## src/hw/foc_map.svh

```systemverilog
// constants of the flash option control / status block
// assumes a byte-addressed plain register port with 32-bit data
// Overview of operation
// - option programming allowed only when bit 9 set
// - error irq on program or protect fault
// - done irq on operation done flag
// - forced reload reloads options, pulses reset
// - hardware updates target address during operations
// - option register loads from option bytes
// - complement mismatch sets fault, forces 0xff
// - read guard level field, bits 2:1
// - watchdog, stop, standby bits 8..10
// - done flag set when operation ends
// - protect fault set on protected program
`ifndef FOC_MAP_SVH
`define FOC_MAP_SVH
`define FOC_OFS_STATUS 8'h0c
`define FOC_OFS_CTRL 8'h10
`define FOC_OFS_ADDR 8'h14
`define FOC_OFS_OPT 8'h1c
`define FOC_OFS_IRQ_STAT 8'h40
`define FOC_OFS_IRQ_MASK 8'h44
`define FOC_BIT_PGM_FAULT 2
`define FOC_BIT_PROT_FAULT 4
`define FOC_BIT_DONE 5
`define FOC_BIT_WR_ALLOW 9
`define FOC_BIT_FAULT_IE 10
`define FOC_BIT_DONE_IE 12
`define FOC_BIT_RELOAD 13
`define FOC_BIT_OPT_FAULT 0
`define FOC_RST_CTRL 32'h00000000
`define FOC_RST_ADDR 32'h00000000
`define FOC_RST_MASK 3'h7
`define FOC_BYTE_ERASED 8'hff
`define FOC_RELOAD_RST_CYC 4'h8
`endif

```

## src/hw/foc_pkg.sv

```systemverilog
// types of the flash option control / status block
// assumes foc_map.svh for all numbers
package foc_pkg;
  // one option byte as stored with its complement
  typedef struct packed {
    logic [7:0] cmpl;
    logic [7:0] val;
  } foc_opt_pair_t;
  // events reported by the flash sequencer outside
  typedef struct packed {
    logic pgm_fault;
    logic prot_fault;
    logic done;
  } foc_evt_t;
  typedef enum logic [1:0] {
    FOC_IDLE,
    FOC_LOAD,
    FOC_RESET
  } foc_state_t;
endpackage

```

## src/hw/foc_opt_check.sv

```systemverilog
// checks one option byte against its complement
// assumes the pair is stable while load is sampled
`timescale 1ns/1ps
`default_nettype none
`include "foc_map.svh"
module foc_opt_check
  import foc_pkg::*;
(
  // stored pair
  input wire foc_opt_pair_t pair,
  // checked byte and mismatch flag
  output logic [7:0] byte_out,
  output logic bad
);
  always_comb begin
    bad = (pair.val != ~pair.cmpl);
    byte_out = bad ? `FOC_BYTE_ERASED : pair.val;
  end
endmodule
`default_nettype wire

```

## src/hw/foc_top.sv

```systemverilog
// upper control bits, target address and option status of the flash
// controller; assumes a plain register port and an outside sequencer
`timescale 1ns/1ps
`default_nettype none
`include "foc_map.svh"
module foc_top
  import foc_pkg::*;
(
  // clock and reset
  input wire logic clk,
  input wire logic rst_n,
  // register port
  input wire logic [7:0] addr,
  input wire logic [31:0] wdata,
  input wire logic wr,
  input wire logic rd,
  output logic [31:0] rdata,
  // sequencer side
  input wire foc_evt_t evt,
  input wire logic op_busy,
  input wire logic [31:0] op_addr,
  input wire logic opt_pgm_req,
  output logic opt_pgm_go,
  // option byte storage: read guard, user, user data 0, data 1
  input wire foc_opt_pair_t opt_guard,
  input wire foc_opt_pair_t opt_user,
  input wire foc_opt_pair_t opt_user_byte_low,
  input wire foc_opt_pair_t opt_user_byte_high,
  // system
  output logic sys_reset_req,
  output logic irq
);
  // ------------------------------------------------------------
  // option byte check
  // ------------------------------------------------------------
  logic [7:0] chk_byte [4];
  logic [3:0] chk_bad;
  foc_opt_check u_chk0 (.pair(opt_guard), .byte_out(chk_byte[0]),
    .bad(chk_bad[0]));
  foc_opt_check u_chk1 (.pair(opt_user), .byte_out(chk_byte[1]),
    .bad(chk_bad[1]));
  foc_opt_check u_chk2 (.pair(opt_user_byte_low), .byte_out(chk_byte[2]),
    .bad(chk_bad[2]));
  foc_opt_check u_chk3 (.pair(opt_user_byte_high), .byte_out(chk_byte[3]),
    .bad(chk_bad[3]));

  // ------------------------------------------------------------
  // state
  // ------------------------------------------------------------
  foc_state_t st_r, st_nxt;
  logic [3:0] rcnt_r, rcnt_nxt;
  logic [31:0] opt_r, opt_nxt;
  logic [31:0] taddr_r, taddr_nxt;
  logic wr_allow_r, wr_allow_nxt;
  logic fault_ie_r, fault_ie_nxt;
  logic done_ie_r, done_ie_nxt;
  logic [2:0] flag_r, flag_nxt;
  logic [2:0] mask_r, mask_nxt;
  logic [31:0] rdata_nxt;
  logic irq_nxt, go_nxt, sysrst_nxt;
  logic [1:0] guard_lvl;

  // mask register has the flag layout in its low three bits
  always_comb begin
    logic [2:0] w1c;
    logic [2:0] ev;
    w1c = 3'h0;
    ev = {evt.done, evt.prot_fault, evt.pgm_fault};
    st_nxt = st_r;
    rcnt_nxt = rcnt_r;
    opt_nxt = opt_r;
    taddr_nxt = taddr_r;
    wr_allow_nxt = wr_allow_r;
    fault_ie_nxt = fault_ie_r;
    done_ie_nxt = done_ie_r;
    mask_nxt = mask_r;
    sysrst_nxt = 1'b0;
    if (wr) begin
      unique case (addr)
        `FOC_OFS_CTRL: begin
          wr_allow_nxt = wdata[`FOC_BIT_WR_ALLOW];
          fault_ie_nxt = wdata[`FOC_BIT_FAULT_IE];
          done_ie_nxt = wdata[`FOC_BIT_DONE_IE];
          if (wdata[`FOC_BIT_RELOAD])
            st_nxt = FOC_LOAD;
        end
        `FOC_OFS_ADDR: taddr_nxt = wdata;
        `FOC_OFS_STATUS, `FOC_OFS_IRQ_STAT: w1c = {
          wdata[`FOC_BIT_DONE], wdata[`FOC_BIT_PROT_FAULT],
          wdata[`FOC_BIT_PGM_FAULT]};
        `FOC_OFS_IRQ_MASK: mask_nxt = wdata[2:0];
        default: ;
      endcase
    end
    // hardware tracks address
    // busy wins over a software write in the same cycle
    if (op_busy)
      taddr_nxt = op_addr;
    flag_nxt = (flag_r & ~w1c) | ev;
    unique case (st_r)
      FOC_IDLE: ;
      FOC_LOAD: begin
        // load options
        // field bits held by no option byte read as zero
        opt_nxt = {chk_byte[3], chk_byte[2], 1'b0, chk_byte[1][6:4],
          1'b0, chk_byte[1][2:0], 5'h00, guard_lvl,
          |chk_bad};
        rcnt_nxt = `FOC_RELOAD_RST_CYC;
        st_nxt = FOC_RESET;
      end
      FOC_RESET: begin
        sysrst_nxt = 1'b1;
        rcnt_nxt = rcnt_r - 4'h1;
        if (rcnt_r == 4'h1) begin
          // enables come back cleared, as after power-up
          st_nxt = FOC_IDLE;
          wr_allow_nxt = 1'b0;
          fault_ie_nxt = 1'b0;
          done_ie_nxt = 1'b0;
        end
      end
      default: st_nxt = FOC_IDLE;
    endcase
  end

  // guard level: 00 lvl0, 01 lvl1, 1x lvl2
  // a broken guard pair reads as the strictest level
  always_comb begin
    if (chk_bad[0])
      guard_lvl = 2'h2;
    else if (chk_byte[0] == 8'haa)
      guard_lvl = 2'h0;
    else if (chk_byte[0] == 8'hcc)
      guard_lvl = 2'h2;
    else
      guard_lvl = 2'h1;
  end

  // ------------------------------------------------------------
  // outputs
  // ------------------------------------------------------------
  always_comb begin
    logic [2:0] pend;
    pend = flag_nxt & mask_nxt;
    irq_nxt = (fault_ie_nxt & (pend[0] | pend[1])) |
      (done_ie_nxt & pend[2]);
    // option programming gate
    // a reload in flight blocks the grant too
    go_nxt = opt_pgm_req & wr_allow_r & (st_r == FOC_IDLE);
    rdata_nxt = 32'h00000000;
    if (rd) begin
      unique case (addr)
        `FOC_OFS_STATUS, `FOC_OFS_IRQ_STAT: begin
          rdata_nxt[`FOC_BIT_PGM_FAULT] = flag_r[0];
          rdata_nxt[`FOC_BIT_PROT_FAULT] = flag_r[1];
          rdata_nxt[`FOC_BIT_DONE] = flag_r[2];
        end
        `FOC_OFS_CTRL: begin
          rdata_nxt[`FOC_BIT_WR_ALLOW] = wr_allow_r;
          rdata_nxt[`FOC_BIT_FAULT_IE] = fault_ie_r;
          rdata_nxt[`FOC_BIT_DONE_IE] = done_ie_r;
        end
        `FOC_OFS_IRQ_MASK: rdata_nxt[2:0] = mask_r;
        `FOC_OFS_OPT: rdata_nxt = opt_r;
        default: ;
      endcase
    end
  end

  always_ff @(posedge clk) begin
    if (!rst_n) begin
      st_r <= FOC_LOAD;
      rcnt_r <= 4'h0;
      opt_r <= 32'h00000000;
      taddr_r <= `FOC_RST_ADDR;
      wr_allow_r <= 1'b0;
      fault_ie_r <= 1'b0;
      done_ie_r <= 1'b0;
      flag_r <= 3'h0;
      mask_r <= `FOC_RST_MASK;
      rdata <= 32'h00000000;
      irq <= 1'b0;
      opt_pgm_go <= 1'b0;
      sys_reset_req <= 1'b0;
    end else begin
      st_r <= st_nxt;
      rcnt_r <= rcnt_nxt;
      opt_r <= opt_nxt;
      taddr_r <= taddr_nxt;
      wr_allow_r <= wr_allow_nxt;
      fault_ie_r <= fault_ie_nxt;
      done_ie_r <= done_ie_nxt;
      flag_r <= flag_nxt;
      mask_r <= mask_nxt;
      rdata <= rdata_nxt;
      irq <= irq_nxt;
      opt_pgm_go <= go_nxt;
      sys_reset_req <= sysrst_nxt;
    end
  end
endmodule
`default_nettype wire

```

## config.mk

```make
export PLATFORM = sky130hd
export DESIGN_NAME = foc_top
export DESIGN_NICKNAME = d
export VERILOG_FILES = /design/src/hw/foc_pkg.sv /design/src/hw/foc_opt_check.sv /design/src/hw/foc_top.sv
export VERILOG_INCLUDE_DIRS = /design/src /design/src/hw
export SDC_FILE = /design/constraint.sdc
export NUM_CORES = 1
export LEC_CHECK = 0
export ABC_AREA = 1
export ABC_CLOCK_PERIOD_IN_PS = 1600
export BUFFER_PORTS_ARGS = -buffer_cell sky130_fd_sc_hd__buf_2
export CAP_MARGIN = 25
export CELL_PAD_IN_SITES_DETAIL_PLACEMENT = 1
export CELL_PAD_IN_SITES_GLOBAL_PLACEMENT = 2
export CORE_UTILIZATION = 23
export DETAILED_ROUTE_END_ITERATION = 10
export GPL_TIMING_DRIVEN = 0
export PLACE_DENSITY_LB_ADDON = 0.2
export REMOVE_ABC_BUFFERS = 1
export SLEW_MARGIN = 5
export SYNTH_ARGS = -nofsm -noshare
export SYNTH_HDL_FRONTEND = slang
export SYNTH_SLANG_ARGS = --single-unit
```

## constraint.sdc

```tcl
create_clock -name clk -period 1.6 [get_ports clk]
set_input_delay 0.08 -clock clk [delete_from_list [all_inputs] [get_ports clk]]
set_output_delay 0.08 -clock clk [all_outputs]
set_load 0.02 [all_outputs]
```

Word-level counts from Yosys, hierarchy flattened:

Cells that the tools add are included.

* flip-flop bits (word level): 70
* input bits: 145
* word-level logic and storage cells: 84

* $add $sub $neg: 1
* equal/unequal tests: 14
* mux-type cells: 34
* bitwise operators: 14
* reduce and logical (&&, ||, !) cells: 7

Operators by type and width (number)
* $ne A8 B8 Y1: 4
* $not A8 Y8: 4
* $mux W8: 3
* $eq A8 B5 Y1 const B: 2
* $eq A8 B7 Y1 const B: 2
* $eq A8 B8 Y1 const B: 2
* $mux W2: 7
* $mux W1: 13
* $mux W3: 4
* $eq A8 B4 Y1 const B: 1
* $pmux W2 S2: 2
* $pmux W4 S2: 1
* $mux W7: 1
* $and A3 B3 Y3: 2
* $pmux W2 S3: 1
* $reduce_and A3 Y1: 2
* $and A1 B1 Y1: 4
* $eq A4 B1 Y1 const B: 1
* $reduce_or A4 Y1: 1
* $sub A4 B1 Y4 const B: 1
* $not A3 Y3: 1
* $or A3 B3 Y3: 1
* $pmux W1 S3: 1
* $eq A2 B1 Y1 const B: 1
* 7 further kinds: 8

Logic depth before layout (Yosys ltp):

* depth after elaboration: 11
* depth in mapped cells: 12
* mapped depth without buffers: 12

Modules after synthesis:

A second synthesis with hierarchy kept.

* cell total of the unflattened synthesis: 563
* area, all modules: 3638.5 um^2

By module, submodules not included
* foc_top: times used 1, cells an instance 343, area each 2712.6 um^2
* foc_opt_check: times used 4, cells an instance 55, area each 231.5 um^2

Worst setup path before layout:

OpenSTA, ideal clock, no wires.

* kind: reg-to-reg
* start: reg st_r[1]
* end: reg opt_r[10]
* library setup time: 0.119 ns
* arrival: 1.244 ns
* data required time: 1.481 ns
* slack: 0.237 ns
* cell stages (with the launch flop): 8
* buffers on the path: 2
* clock period less this slack: 1.363 ns
* cells stage by stage: dfxtp_1 inv_1 ha_1 buf_2 inv_1 clkbuf_1 o31ai_1 inv_1

* cells in the longest elaborated chain, start to end: 1

RTL lines
* start: declaration: line foc_top.sv:50 `foc_state_t st_r, st_nxt;`
* start signal: assignment: line foc_top.sv:186 `st_r <= st_nxt;`
* $eq A2 B1 Y1: line foc_top.sv:100 `unique case (st_r)`
* end signal: assignment: line foc_top.sv:188 `opt_r <= opt_nxt;`
* end: declaration: line foc_top.sv:52 `logic [31:0] opt_r, opt_nxt;`

Every way passes these cells.
A chain may end at the register's enable or synchronous reset.

Worst setup path after layout:

* start: reg st_r[1]
* end: reg opt_r[0]

Same word-level chain as after synthesis.

==> results.json <==
{
  "ir_drop_mv": 0.525,
  "syn_area_per_cell_um2": 7.70,
  "skew_ps": 7.03,
  "coreArea_mm2": 0.0145,
  "grt-ovfl-total": 0,
  "dr_wl_met2_um": 4820,
  "setup_viol": 0,
  "synthFlopType": "dfxtp_1",
  "clock_sinks": 70,
  "async_reset_ff_share_pct": 0,
  "pin_count": 180,
  "slew-limit-headroom_pct": 39.0,
  "worstSetupPathType": "reg -> reg",
  "layout_setup_ws_ps": 142,
  "synth_top_area_share_pct": 41.0,
  "synth_area_leaders": "dfxtp_1 (41%), inv_1 (8.7%), nand2_1 (8.4%), xor2_1 (6.4%), a21oi_1 (4.0%)",
  "synth.most_common_cell": "inv_1",
  "ff2ff_path_depth": 9,
  "fp.dieH_um": 124,
  "die_w_um": 124,
  "place_congestion": 0.730,
  "dp_worst_setup_slack_ps": -490,
  "p_leak_nw": 2.37,
  "synth_largest_area_cell": "dfxtp_1",
  "worstReg2RegStart": "st_r[1]",
  "syn_to_final_growth_pct": 38.8,
  "synth_warnings": 0,
  "clk_latency_ps": 330,
  "antenna_found_initial": 0,
  "wl_um": 9650,
  "io_buffers": 118,
  "wl_met3_um": 500,
  "vias_per_cell": 4.12,
  "nNetsFinal": 744,
  "r2r-end": "opt_r[0]",
  "die_area_mm2": 0.0154,
  "synthTopCellsByCount": "inv_1 (79), nand2_1 (77), dfxtp_1 (70)",
  "whs_path_depth": 3,
  "std_cell_rows": 44,
  "slew_violations": 0,
  "yosysUniqueCellTypes": 38,
  "syn_inst": 444,
  "vias": 3219,
  "dp_hpwl_um": 7050,
  "n_antenna_cell": 0,
  "fin_crit_ps": 1460,
  "drcViolationCount": 0,
  "worstSetupEndpointType": "register",
  "dr.pass1.iters": 4,
  "drtIter0Drc": 61,
  "hold_violations": 0,
  "tightest_slew_ps": 914,
  "grt_pass1_wl_um": 15600,
  "wl_per_cell_um": 12.4,
  "grt_pass1_vias": 3228,
  "syn-cell-area_mm2": 0.00342,
  "r2r_slack_ps": 140,
  "start_util_pct": 23.5,
  "cp_max_fo": 9,
  "status": "complete, no violations",
  "worstSetupEndpoint": "opt_r[0]",
  "crit_arrival_ps": 1690,
  "fillers": 1812,
  "fmax_ghz": 0.686,
  "finalSetupTns_ps": 0,
  "powerDensity_mw_per_mm2": 976,
  "cts_tree": "done",
  "ant_nets": 0,
  "rsz0062_at_grt": "yes",
  "synth_edf_count": 0,
  "critPathRequiredTime_ps": 1830,
  "startpoint": "st_r[1]",
  "track_usage_pct": 13.4,
  "seq_area_frac_synth_pct": 41.0,
  "synth.ff_latch_count": 70,
  "drv_cap": 0,
  "period_share_pct": 91.1,
  "wl_met1_um": 4270,
  "numCtsBuffers": 9,
  "routed.top_layer": "met4",
  "placed_cells": 736,
  "drive_above_1_share_pct": 30.7,
  "min_path_type": "in -> reg",
  "grt_max_degree": 25,
  "final_cells": 781,
  "path_clk_slew_ps": 60,
  "cts_max_path_buffers": 2,
  "htreeDepth": 3,
  "clock-root-buffer": "clkbuf_16",
  "startpoint_type": "register"
}
==> cell usage in the layout (no fill, tap or decap), types with 8 or more instances in the layout <==
| cell | count |
|---|---|
| a21oi_1 | 27 |
| nor2_4 | 13 |
| xor2_1 | 25 |
| nand4_1 | 8 |
| nor2_2 | 12 |
| inv_1 | 78 |
| nand3_1 | 19 |
| o21ai_0 | 12 |
| o31ai_1 | 15 |
| buf_2 | 118 |
| dfxtp_1 | 70 |
| clkbuf_16 | 9 |
| dlygate4sd3_1 | 23 |
| nor2_1 | 35 |
| nand2_1 | 77 |
==> layer usage <==
layer | vias to the layer above | track usage, %
met5 | - | 0
met4 | 0 | 3.57
met3 | 6 | 4.40
met2 | 83 | 23.5
met1 | 1459 | 15.7
li1 | 1671 | -
==> sequential cells by signal, summed over array words and instances (netlist names) <==
signal,flops
flag_r,3
st_r,2
irq,1
fault_ie_r,1
sys_reset_req,1
mask_r,3
opt_pgm_go,1
rcnt_r,4
wr_allow_r,1
done_ie_r,1
rdata,27
opt_r,25
==> report_power, final <==
part | total, mW | switching [mW] | internal (mW)
clock network | 1.83 | 0.747 | 1.08
logic | 0.882 | 0.500 | 0.382
registers | 1.92 | 0.0548 | 1.87
==> worst min path at each step <==
stage                           from   endpoint
6_report                   wdata[12]  done_ie_r
5_1_grt                       evt[1]  flag_r[1]
4_1_cts                       evt[1]  flag_r[1]
3_5_place_dp   opt_user_byte_high[2]  opt_r[26]
3_3_place_gp   opt_user_byte_high[4]  opt_r[28]
2_1_floorplan                  rst_n    st_r[0]
==> metrics by stage <==
stage                     hold WS, ps  cell area (um2)  utilization (%)  power [mW]
after detailed placement          324             4160             28.6        2.72
after floorplan                   149             3340                -        2.43
after CTS                        1.43             4700             32.4        4.71
after global placement            319             4160             28.6        2.70
after global routing             23.3             4750             32.7        4.95
final                            16.0             4750             32.7        4.63
==> worst max-delay path, stage by stage (launching register included) <==
cell,delay [ps]
dfxtp_1,340
inv_1,130
ha_4,230
nand4_1,120
nor2_1,120
nand2_1,110
nor2_4,130
nand3b_1,90
nand2_1,60
inv_1,40
==> kinds of logic after synthesis <==
logic type               Yosys count  share of synthesized area (%)
flip-flops                        70                           41.0
adder cells (fa/ha/maj)            6                           2.19
AO/OA/AOI/OAI                     62                           10.9
other                              1                          0.110
AND/OR/NAND/NOR                  183                           27.4
XOR/XNOR                          25                           6.40
buffers and inverters             97                           12.0
==> cell type report <==
cell class / count / area (um2) / share of cell area [%]
clock inverter: 3 / 21.3 / 0.448
timing repair buffer: 147 / 878 / 18.5
clock buffer: 12 / 246 / 5.19
sequential: 70 / 1400 / 29.5
multi-input combinational: 281 / 1650 / 34.7
inverter: 83 / 315 / 6.64
tap: 184 / 230 / 4.85
timing repair inverter: 1 / 7.51 / 0.158
==> timing repair <==
item	in CTS	in global routing
cloned	1	0
setup buffers	3	3
hold buffers	23	0
hold endpoints to repair	23	0
endpoints found under the setup margin	21	8
gates resized for setup	5	2
Power figures use the tool's default switching activity.
